File: config.mk
export PLATFORM = sky130hd
export DESIGN_NAME = fast_role_swap_signaling
export DESIGN_NICKNAME = d
export VERILOG_FILES = /design/src/design/fast_role_swap_signaling.v /design/src/design/debounce_counter.v
export VERILOG_INCLUDE_DIRS = /design/src /design/src/design
export SDC_FILE = /design/constraint.sdc
export NUM_CORES = 1
export LEC_CHECK = 0
export ABC_AREA = 0
export BUFFER_PORTS_ARGS = -buffer_cell sky130_fd_sc_hd__buf_4
export CELL_PAD_IN_SITES_DETAIL_PLACEMENT = 0
export CELL_PAD_IN_SITES_GLOBAL_PLACEMENT = 1
export CORE_ASPECT_RATIO = 1.75
export CORE_MARGIN = 2
export CORE_UTILIZATION = 42
export DETAILED_ROUTE_END_ITERATION = 8
export PLACE_DENSITY = 0.9
export SYNTH_ARGS = -nofsm -noshare
export SYNTH_HDL_FRONTEND = slang
export SYNTH_SLANG_ARGS = --single-unit
File: constraint.sdc
create_clock -name mclk -period 2.91 [get_ports mclk]
set_input_delay 0.582 -clock mclk [delete_from_list [all_inputs] [get_ports mclk]]
set_output_delay 0.582 -clock mclk [all_outputs]
set_load 0.01 [all_outputs]
File: src/design/swap_defs.vh
// constants for the fast role swap signaling block
// assumes an Avalon-MM slave with 32-bit data, word addresses = index, byte address = 4 * index
`ifndef SWAP_DEFS_VH
`define SWAP_DEFS_VH

// printed offsets are register indices; byte address is four times the index
`define IDX_CTL          12'h8a0
`define IDX_CC_DEB       12'h8a2
`define IDX_TX_LEN       12'h8a4
`define IDX_THR_SEL      12'h8a6
`define IDX_PIO_SEL      12'h8a7
`define IDX_VBUS_DEB     12'h8a8
`define IDX_IRQ_STATUS   12'h8c0
`define IDX_IRQ_ENABLE   12'h8c1
`define IDX_IRQ_CLEAR    12'h8c2
`define IDX_SAMPLE_DIV   12'h8c3

// control register fields
`define CTL_REQ_BIT      15
`define CTL_DET_BIT      14
`define CTL_PIO_EN_BIT   13
`define CTL_PIO_LVL_BIT  12
`define CTL_OVR_BIT      8
`define CTL_CC_SEL_HI    5
`define CTL_CC_SEL_LO    4
`define CTL_RESET        16'h1000
`define CTL_WR_MASK      16'h7130
`define PIO_SEL_HI       7
`define PIO_SEL_LO       4

// interrupt status bits
`define IRQ_TX_DONE      0
`define IRQ_DETECT       1
`define IRQ_VBUS         2
`define IRQ_WIDTH        3

// timing
`define CLK_MHZ          250
`define US_CYCLES        (`CLK_MHZ)
// last mclk count inside one microsecond, US_CYCLES - 1
`define US_CNT_LAST      8'hf9
`define SAMPLE_DIV_RESET 16'h03e7

`endif

File: src/design/fast_role_swap_signaling.v
// fast role swap signaling: transmit pulse on cc, cc and vbus detection, avalon-mm registers
// assumes all inputs synchronous to mclk and a 250 mhz mclk
//
// The Avalon-MM register port was left to the implementer.
`timescale 1ns/1ps
`include "swap_defs.vh"
module fast_role_swap_signaling (
  mclk,
  rst_n,
  clk_en,
  avs_address,
  avs_read,
  avs_write,
  avs_writedata,
  avs_byteenable,
  avs_readdata,
  avs_waitrequest,
  pio_in,
  cc_below_threshold,
  vbus_low,
  threshold_select,
  cc1_drive_low,
  cc2_drive_low,
  mac_disconnect_override,
  irq
);
  input              mclk;
  input              rst_n;
  input              clk_en;
  input  [11:0]      avs_address;
  input              avs_read;
  input              avs_write;
  input  [31:0]      avs_writedata;
  input  [3:0]       avs_byteenable;
  output [31:0]      avs_readdata;
  output             avs_waitrequest;
  input  [15:0]      pio_in;
  input              cc_below_threshold;
  input              vbus_low;
  output [2:0]       threshold_select;
  output             cc1_drive_low;
  output             cc2_drive_low;
  output             mac_disconnect_override;
  output             irq;

  ////////////////////////////////////////////////////////////////////////////
  // registers
  reg    [15:0]      ctl_q;
  reg    [7:0]       cc_deb_q;
  reg    [7:0]       tx_len_q;
  reg    [2:0]       thr_sel_q;
  reg    [3:0]       pio_sel_q;
  reg    [3:0]       vbus_deb_q;
  reg    [15:0]      sample_div_q;
  reg    [`IRQ_WIDTH-1:0] irq_status_q;
  reg    [`IRQ_WIDTH-1:0] irq_enable_q;
  reg    [31:0]      readdata_q;
  reg                ack_q;
  reg                cc1_q;
  reg                cc2_q;

  wire               access;
  wire               accept;
  wire               wr;
  wire   [15:0]      wmask;
  wire   [15:0]      wdata;

  assign access          = (avs_read | avs_write) & ~ack_q;
  // a transfer completes, and a write lands, only on the edge that sees waitrequest low
  assign accept          = (avs_read | avs_write) & ack_q & clk_en;
  assign avs_waitrequest = (avs_read | avs_write) & ~accept;
  assign avs_readdata    = readdata_q;
  assign wr              = avs_write & accept;
  assign wmask           = {{8{avs_byteenable[1]}}, {8{avs_byteenable[0]}}};
  assign wdata           = avs_writedata[15:0];

  ////////////////////////////////////////////////////////////////////////////
  // sample tick generator
  reg    [15:0]      div_cnt_q;
  reg                sample_tick_q;

  always @(posedge mclk) begin
    if (!rst_n) begin
      div_cnt_q     <= 16'h0000;
      sample_tick_q <= 1'b0;
    end else if (clk_en) begin
      if (div_cnt_q >= sample_div_q) begin
        div_cnt_q     <= 16'h0000;
        sample_tick_q <= 1'b1;
      end else begin
        div_cnt_q     <= div_cnt_q + 16'h0001;
        sample_tick_q <= 1'b0;
      end
    end
  end

  ////////////////////////////////////////////////////////////////////////////
  // transmit state machine
  localparam ST_IDLE = 2'b00;
  localparam ST_SEND = 2'b01;
  localparam ST_DONE = 2'b10;

  reg    [1:0]       state_q;
  reg    [7:0]       us_left_q;
  reg    [7:0]       us_cnt_q;
  reg                pio_prev_q;
  wire               pio_level;
  wire               pio_hit;
  wire               start_req;
  wire               tx_done;

  // pio trigger fires on entry into the selected level, so a held level sends once
  assign pio_level = pio_in[pio_sel_q] == ctl_q[`CTL_PIO_LVL_BIT];
  assign pio_hit   = ctl_q[`CTL_PIO_EN_BIT] & pio_level & ~pio_prev_q;
  assign start_req = ctl_q[`CTL_REQ_BIT] | pio_hit;
  assign tx_done   = (state_q == ST_DONE);

  always @(posedge mclk) begin
    if (!rst_n) begin
      state_q    <= ST_IDLE;
      us_left_q  <= 8'h00;
      us_cnt_q   <= 8'h00;
      pio_prev_q <= 1'b0;
      cc1_q      <= 1'b0;
      cc2_q      <= 1'b0;
    end else if (clk_en) begin
      pio_prev_q <= ctl_q[`CTL_PIO_EN_BIT] & pio_level;
      case (state_q)
        ST_IDLE: begin
          if (start_req && tx_len_q != 8'h00) begin
            state_q   <= ST_SEND;
            us_left_q <= tx_len_q;
            us_cnt_q  <= 8'h00;
            cc1_q     <= ~ctl_q[`CTL_CC_SEL_HI] & ~ctl_q[`CTL_CC_SEL_LO] | ctl_q[`CTL_CC_SEL_HI];
            cc2_q     <= ctl_q[`CTL_CC_SEL_LO] | ctl_q[`CTL_CC_SEL_HI];
          end else if (start_req) begin
            state_q <= ST_DONE;
          end
        end
        ST_SEND: begin
          if (us_cnt_q == `US_CNT_LAST) begin
            us_cnt_q <= 8'h00;
            if (us_left_q == 8'h01) begin
              state_q <= ST_DONE;
              cc1_q   <= 1'b0;
              cc2_q   <= 1'b0;
            end else begin
              us_left_q <= us_left_q - 8'h01;
            end
          end else begin
            us_cnt_q <= us_cnt_q + 8'h01;
          end
        end
        ST_DONE: begin
          state_q <= ST_IDLE;
        end
        default: begin
          state_q <= ST_IDLE;
        end
      endcase
    end
  end

  assign cc1_drive_low = cc1_q;
  assign cc2_drive_low = cc2_q;

  ////////////////////////////////////////////////////////////////////////////
  // detection
  wire               cc_det;
  wire               vbus_det;
  reg                cc_det_prev_q;
  reg                vbus_det_prev_q;
  wire               cc_det_rise;
  wire               vbus_det_rise;

  debounce_counter #(.W(8)) u_cc_deb (
    .mclk        (mclk),
    .rst_n       (rst_n),
    .clk_en      (clk_en),
    .enable      (ctl_q[`CTL_DET_BIT]),
    .sample_tick (sample_tick_q),
    .level_low   (cc_below_threshold),
    .period      (cc_deb_q),
    .detected    (cc_det)
  );

  debounce_counter #(.W(4)) u_vbus_deb (
    .mclk        (mclk),
    .rst_n       (rst_n),
    .clk_en      (clk_en),
    .enable      (ctl_q[`CTL_DET_BIT]),
    .sample_tick (sample_tick_q),
    .level_low   (vbus_low),
    .period      (vbus_deb_q),
    .detected    (vbus_det)
  );

  assign cc_det_rise   = cc_det & ~cc_det_prev_q;
  assign vbus_det_rise = vbus_det & ~vbus_det_prev_q;

  always @(posedge mclk) begin
    if (!rst_n) begin
      cc_det_prev_q   <= 1'b0;
      vbus_det_prev_q <= 1'b0;
    end else if (clk_en) begin
      cc_det_prev_q   <= cc_det;
      vbus_det_prev_q <= vbus_det;
    end
  end

  ////////////////////////////////////////////////////////////////////////////
  // register writes, sticky override and interrupt status
  wire   [`IRQ_WIDTH-1:0] irq_events;
  wire   [15:0]      ctl_w;

  assign irq_events = {vbus_det_rise, cc_det_rise, tx_done};
  assign ctl_w      = (ctl_q & ~(wmask & `CTL_WR_MASK)) | (wdata & wmask & `CTL_WR_MASK);

  always @(posedge mclk) begin
    if (!rst_n) begin
      ctl_q        <= `CTL_RESET;
      cc_deb_q     <= 8'h00;
      tx_len_q     <= 8'h00;
      thr_sel_q    <= 3'h0;
      pio_sel_q    <= 4'h0;
      vbus_deb_q   <= 4'h0;
      sample_div_q <= `SAMPLE_DIV_RESET;
      irq_status_q <= {`IRQ_WIDTH{1'b0}};
      irq_enable_q <= {`IRQ_WIDTH{1'b0}};
    end else if (clk_en) begin
      if (wr && avs_address == `IDX_CTL) begin
        ctl_q[14:0] <= ctl_w[14:0];
        if (avs_byteenable[1] && wdata[`CTL_REQ_BIT]) begin
          ctl_q[`CTL_REQ_BIT] <= 1'b1;
        end else begin
          ctl_q[`CTL_REQ_BIT] <= 1'b0;
        end
      // a request made during a pulse stays pending until the sender is idle
      end else if (start_req && state_q == ST_IDLE) begin
        ctl_q[`CTL_REQ_BIT] <= 1'b0;
      end
      // hardware set wins over a firmware clear
      if (tx_done || cc_det_rise) begin
        ctl_q[`CTL_OVR_BIT] <= 1'b1;
      end
      if (wr && avs_address == `IDX_CC_DEB && avs_byteenable[0]) begin
        cc_deb_q <= wdata[7:0];
      end
      if (wr && avs_address == `IDX_TX_LEN && avs_byteenable[0]) begin
        tx_len_q <= wdata[7:0];
      end
      if (wr && avs_address == `IDX_THR_SEL && avs_byteenable[0]) begin
        thr_sel_q <= wdata[2:0];
      end
      if (wr && avs_address == `IDX_PIO_SEL && avs_byteenable[0]) begin
        pio_sel_q <= wdata[`PIO_SEL_HI:`PIO_SEL_LO];
      end
      if (wr && avs_address == `IDX_VBUS_DEB && avs_byteenable[0]) begin
        vbus_deb_q <= wdata[3:0];
      end
      if (wr && avs_address == `IDX_SAMPLE_DIV) begin
        sample_div_q <= (sample_div_q & ~wmask) | (wdata & wmask);
      end
      if (wr && avs_address == `IDX_IRQ_ENABLE && avs_byteenable[0]) begin
        irq_enable_q <= wdata[`IRQ_WIDTH-1:0];
      end
      // a clear that meets a new event leaves the event set
      if (wr && avs_address == `IDX_IRQ_CLEAR && avs_byteenable[0]) begin
        irq_status_q <= (irq_status_q & ~wdata[`IRQ_WIDTH-1:0]) | irq_events;
      end else begin
        irq_status_q <= irq_status_q | irq_events;
      end
    end
  end

  assign threshold_select        = thr_sel_q;
  assign mac_disconnect_override = ctl_q[`CTL_OVR_BIT];
  assign irq                     = |(irq_status_q & irq_enable_q);

  ////////////////////////////////////////////////////////////////////////////
  // read path: data loaded on the first edge, taken by the master on the second
  always @(posedge mclk) begin
    if (!rst_n) begin
      ack_q      <= 1'b0;
      readdata_q <= 32'h00000000;
    end else if (clk_en) begin
      ack_q <= access;
      if (access && avs_read) begin
        case (avs_address)
          `IDX_CTL:        readdata_q <= {16'h0000, ctl_q & 16'hf130};
          `IDX_CC_DEB:     readdata_q <= {24'h000000, cc_deb_q};
          `IDX_TX_LEN:     readdata_q <= {24'h000000, tx_len_q};
          `IDX_THR_SEL:    readdata_q <= {29'h00000000, thr_sel_q};
          `IDX_PIO_SEL:    readdata_q <= {24'h000000, pio_sel_q, 4'h0};
          `IDX_VBUS_DEB:   readdata_q <= {28'h0000000, vbus_deb_q};
          `IDX_SAMPLE_DIV: readdata_q <= {16'h0000, sample_div_q};
          `IDX_IRQ_STATUS: readdata_q <= {29'h00000000, irq_status_q};
          `IDX_IRQ_ENABLE: readdata_q <= {29'h00000000, irq_enable_q};
          default:         readdata_q <= 32'h00000000;
        endcase
      end
    end
  end
endmodule // fast_role_swap_signaling

File: src/design/debounce_counter.v
// low-level debouncer counting in units of two sample ticks
// assumes sample_tick is a one-cycle strobe in the mclk domain
`timescale 1ns/1ps
module debounce_counter #(
  parameter W = 8
) (
  mclk,
  rst_n,
  clk_en,
  enable,
  sample_tick,
  level_low,
  period,
  detected
);
  input              mclk;
  input              rst_n;
  input              clk_en;
  input              enable;
  input              sample_tick;
  input              level_low;
  input  [W-1:0]     period;
  output             detected;

  reg    [W:0]       count_q;
  reg                detected_q;
  wire   [W:0]       target;

  // two sample ticks per count
  assign target   = {period, 1'b0};
  assign detected = detected_q;

  always @(posedge mclk) begin
    if (!rst_n) begin
      count_q    <= {(W+1){1'b0}};
      detected_q <= 1'b0;
    end else if (clk_en) begin
      if (!enable || !level_low) begin
        count_q    <= {(W+1){1'b0}};
        detected_q <= 1'b0;
      end else if (sample_tick) begin
        if (count_q >= target) begin
          detected_q <= 1'b1;
        end else begin
          count_q <= count_q + {{W{1'b0}}, 1'b1};
        end
      end
    end
  end
endmodule // debounce_counter

Word-level counts from Yosys, hierarchy flattened
Cells that the tools add are included.

word-level totals
  register bits = 154
  input bits = 71
  output and inout port bits = 40
  logic and storage cells = 187

operators by class
  $add $sub $neg = 5
  order comparisons = 4
  eq/ne operators = 22
  multiplexer cells = 41
  bitwise gates (word level) = 33
  reduce and logical (&&, ||, !) cells = 55

operators with widths
  kind                                           number
  case mux 16 bit (9 select lines)               1
  == test 12 bit, second input constant          10
  2-to-1 mux 8 bit                               5
  2-to-1 mux 9 bit                               4
  AND 16 bit                                     2
  case mux 8 bit (2 select lines)                2
  AND reduction 2 bit                            11
  logical AND 1 bit                              20
  adder 16 x 1 -> 16 bit, second input constant  1
  >= comparator 16 bit                           1
  2-to-1 mux 1 bit                               16
  2-to-1 mux 16 bit                              1
  NOT 16 bit                                     1
  bitwise OR 16 bit                              1
  AND 15 bit                                     1
  2-to-1 mux 5 bit                               3
  NOT 15 bit                                     1
  bitwise OR 15 bit                              1
  AND reduction 3 bit                            5
  nonzero test 2 bit                             7
  AND 1 bit                                      10
  AND reduction 5 bit                            2
  adder 9 x 1 -> 9 bit, second input constant    1
  >= comparator 9 bit                            1
  29 further kinds                               52

Logic depth before layout (Yosys ltp)
  depth in word-level cells = 9
  gate-level depth with buffers = 10
  mapped depth without buffers = 9

Hierarchy
Synthesis repeated with hierarchy kept, for this count alone.

second synthesis, totals
  cell total of the unflattened synthesis = 866
  area total of the unflattened synthesis = 7,404.6 um2

modules (own cells, without submodules)
  module                          times used  cells each  area an instance (um2)  seq. area each (um2)
  fast_role_swap_signaling        1           707         6,123.4                 2,262.2
  debounce_counter at u_cc_deb    1           107         819.5                   200.2
  debounce_counter at u_vbus_deb  1           52          461.7                   120.1

Worst setup path before layout
Ideal clock, no wire load.

  path kind = flip-flop to flip-flop
  start = reg with a tool-made name
  end = reg sample_tick_q
  library setup time = 0.115 ns
  arrival time = 2.274 ns
  required time = 2.795 ns
  path slack = 0.521 ns
  cell stages (with the launch flop) = 11
  path buffers = 1
  clock period less this slack = 2.389 ns
  cells stage by stage = dfxtp_1 inv_1 ha_1 a21o_1 a21o_1 a2111oi_0 inv_1 a211oi_2 o21ai_1 buf_2 o21ba_2

RTL lines
  element               line                           RTL
  to (signal assigned)  fast_role_swap_signaling.v:85  sample_tick_q <= 1'b0;
  to (signal assigned)  fast_role_swap_signaling.v:89  sample_tick_q <= 1'b1;
  to (signal assigned)  fast_role_swap_signaling.v:92  sample_tick_q <= 1'b0;
  to (decl)             fast_role_swap_signaling.v:80  reg sample_tick_q;

==> impl_metrics.csv <==
group,metric,value,unit
status,run_status,"complete, no violations",
sta,rsz0062_at_grt,"false",
logic_synthesis,synth_ff_type,"dfxtp_1",
critical_path,cp-end-kind,"flop",
cts,clkSinkCount,129,
sta,fin_crit,2600,ps
critical_path,path_buf_inv,4,
cts,post-cts-setup-buffers,0,
power_and_ir_drop,clkPwrFrac,51.5,%
critical_path,reg2reg_setup_slack,310,ps
critical_path,crit_slowest_cell,"a2111oi_0",
sta,fin_crit_sh,89.36,%
logic_synthesis,ys_ff_latch,129,
power_and_ir_drop,power_density,497.0,nW/um2
critical_path,path_delay_family,"compound AO/OA/AOI/OAI gates",
cts,htreeDepth,4,
sta,finClkSkew,7.613,ps
detailed_routing,ant_nets,0,
placed_design,gp_congestion,0.8835,
placed_design,port_buffers,76,
sta,hold_viol_final,0,
detailed_routing,firstDrtPassIters,6,
cts,cts_tree,"built",
run,max_cap_viol_count,0,
detailed_routing,drc,0,
cts,ctsLongestPathBuffers,2,
placed_design,place_area,7762,um2
power_and_ir_drop,p_leak,0.003278,uW
grt,antenna_found_initial,0,
critical_path,path_class,"flop to flop",
min_path,worstHoldStart,"avs_writedata[11]",
min_path,hold_depth,3,
power_and_ir_drop,p_sw,938.8,uW
grt,grt_pass1_vias,6503,
detailed_routing,viasPerCell,5.701,
grt,busiest_layer,"met2",
power_and_ir_drop,ir_drop,0.3173,mV
detailed_routing,drt_iter0_drc,403,
placed_design,dpl.cell_count,1110,
logic_synthesis,ys_seq_area_share,37.23,%
critical_path,required,3230,ps
logic_synthesis,synthArstFlopShare,0,%
cts,cts-root-buf,"clkbuf_16",
sta,max_freq,0.3845,GHz
logic_synthesis,synth_cell_types,62,
grt,use_met3,4.061,%
critical_path,slowest_delay,420,ps
floorplan,die_x,101.1,um
grt,grt_pass1_wl,31950,um
placed_design,place_hpwl,14680,um
power_and_ir_drop,p_comb_share,5.5,%
cts,worstSkewPairLatency,410,ps
cells_and_area,nets,1043,
sta,maxSlewHeadroom,49.41,%
sta,finalSetupViolations,0,
cells_and_area,fin_cells,1141,
logic_synthesis,synth_edf_count,0,
cells_and_area,antenna_cells,0,
grt,grt_max_degree,40,
cells_and_area,drive_gt1_share,15.81,%
critical_path,worstSetupStartpointType,"flop",
grt,use_met1,23.84,%
grt,use_met2,42.47,%
detailed_routing,routed_wl,19610,um
floorplan,core,16290,um2
power_and_ir_drop,power_frac_seq,43.0,%
critical_path,crit_chain,"inv_1 > ha_1 > a21o_1 > a21o_1 > a2111oi_0 > buf_4 > inv_1 > a211oi_2 > o21ai_1 > buf_4 > a211oi_1",
logic_synthesis,postSynthCellCount,852,
detailed_routing,num_vias,6505,
grt,grt_use_total,22.93,%
cells_and_area,design_area,8354,um2
floorplan,rows,62,
cells_and_area,area_delta_synth_final,20.44,%
grt,gr-total-overflow,0,
sta,fin_tns_setup,0,ps
floorplan,io_pins,111,
floorplan,fp.dieArea,17600,um2
critical_path,cp_max_fo,11,
critical_path,r2r_end,"div_cnt_q[7]",
sta,slew_violations,0,
cts,clkSlewWorstSetupHoldPaths,60,ps
logic_synthesis,ys_warn_count,0,
sta,worst_pin_slew,758.8,ps
power_and_ir_drop,switching_share,22.61,%
detailed_routing,wl_per_cell,17.18,um
logic_synthesis,syn_avg_cell_area,8.142,um2
floorplan,start_util,42.58,%
power_and_ir_drop,p_int,3213,uW
critical_path,critPathArrivalTime,2920,ps
min_path,holdCritPathClass,"input pin to flop",
cts,tritoncts.num_buffers,17,
critical_path,rr_worst_depth,11,
floorplan,dieHeight,174.0,um
logic_synthesis,syn-cell-area,6937,um2
==> cell usage in the layout (no fill, tap or decap), types with 13 or more instances in the layout <==
cell / netlist / layout
dfxtp_1: 129 / 128
nand2_1: 106 / 106
buf_4: 17 / 102
nor2_1: 86 / 86
a21oi_1: 62 / 62
inv_1: 40 / 40
nand3_1: 40 / 40
mux2i_1: 38 / 38
ha_1: 35 / 35
o21ai_0: 32 / 32
a22oi_1: 23 / 23
nor3_1: 22 / 22
clkbuf_16: 0 / 17
conb_1: 1 / 16
a211oi_1: 13 / 13
==> routing by layer <==
layer	share of wire, %	vias to the layer above	routed length [um]
li1	-	3189	-
met4	4.8	0	941
met1	38	3102	7417
met2	54	160	10640
met5	0	-	0
met3	3.1	54	603
==> worst max path at each step <==
stage,endpoint,start,slack (ps),cells past startpoint
2_1_floorplan,sample_tick_q,flop,520,10
3_3_place_gp,cc1_drive_low,pio_sel_q[1],290,8
3_5_place_dp,cc1_drive_low,pio_sel_q[1],260,8
4_1_cts,cc2_drive_low,pio_sel_q[1],230,8
5_1_grt,div_cnt_q[3],flop,90,11
6_report,div_cnt_q[7],flop,310,11
==> cell usage after synthesis, types with 3 or more instances <==
library cell / n / area [um2]
a211oi_1: 13 / 97.59
o21ai_0: 32 / 160.2
clkbuf_1: 28 / 105.1
nor4b_1: 4 / 35.03
o21a_1: 7 / 52.55
nand4_1: 10 / 62.56
a221oi_1: 5 / 43.79
and2_1: 5 / 31.28
buf_4: 17 / 127.6
o211ai_1: 10 / 75.07
nor2b_1: 7 / 43.79
nand3_1: 40 / 200.2
nor2_1: 86 / 322.8
a31oi_1: 8 / 50.05
or3_1: 10 / 62.56
and3_1: 9 / 56.30
buf_2: 5 / 25.02
mux2i_1: 38 / 380.4
dfxtp_1: 129 / 2582
xor2_1: 9 / 78.83
a21o_1: 10 / 75.07
o31ai_1: 6 / 45.04
nor3_1: 22 / 110.1
o2111ai_1: 6 / 52.55
or4_1: 4 / 30.03
a21oi_1: 62 / 310.3
nand2_1: 106 / 397.9
nand3b_1: 4 / 30.03
nand2b_1: 9 / 56.30
mux2_2: 3 / 33.78
xnor2_1: 6 / 52.55
ha_1: 35 / 437.9
a22oi_1: 23 / 172.7
nor3b_1: 5 / 37.54
inv_1: 40 / 150.1
==> what timing repair did <==
action                     CTS  global route
resized for setup            0             1
hold endpoints to repair     0             0
hold buffers                 0             0
setup endpoints to repair    0             2
==> stage by stage <==
| step | hold WS [ps] | utilization, % | worst slack [ps] | power [uW] |
|---|---|---|---|---|
| floorplan | 431.5 | - | 520.6 | 1939 |
| global placement | 440.4 | 47.65 | 294.5 | 2045 |
| detailed placement | 446.5 | 47.65 | 258.0 | 2048 |
| CTS | 395.4 | 51.28 | 228.8 | 4171 |
| global route | 396.1 | 51.28 | 88.70 | 4279 |
| finish | 401.3 | 51.28 | 309.5 | 4152 |
==> layout make-up <==
class                   instances  area (um2)
clock buffers                  22       484.2
clock inverters                 9       106.4
fillers                      1563        7936
inverters                      41       153.9
multi-input cells             644        3980
flip-flops and latches        129        2584
well taps                     192       240.2
repair buffers                104       805.8
==> cells by family after synthesis <==
family	synth area share, %
flops	37.23
buf+inv	6.205
mux	6.620
fa+ha+maj	6.313
other cells	0.05406
compound gates	19.79
xor+xnor	1.894
simple gates	21.90
==> power groups by stage <==
stage | Clock, uW | Combinational, uW | Sequential [uW]
after detailed placement | 0 | 224 | 1820
final | 2140 | 227 | 1790
after global routing | 2250 | 244 | 1790
after global placement | 0 | 222 | 1820
after CTS | 2160 | 225 | 1780
after floorplan | 0 | 117 | 1820
==> worst reg2reg max path, cell delays in order, from the launching register on <==
cell and delay [ps]:
dfxtp_1 340, inv_1 60, ha_1 300, a21o_1 180, a21o_1 180, a2111oi_0 420, buf_4 180, inv_1 50
a211oi_2 230, o21ai_1 120, buf_4 200, a211oi_1 250
No activity file was read; power rests on OpenSTA's default activity.
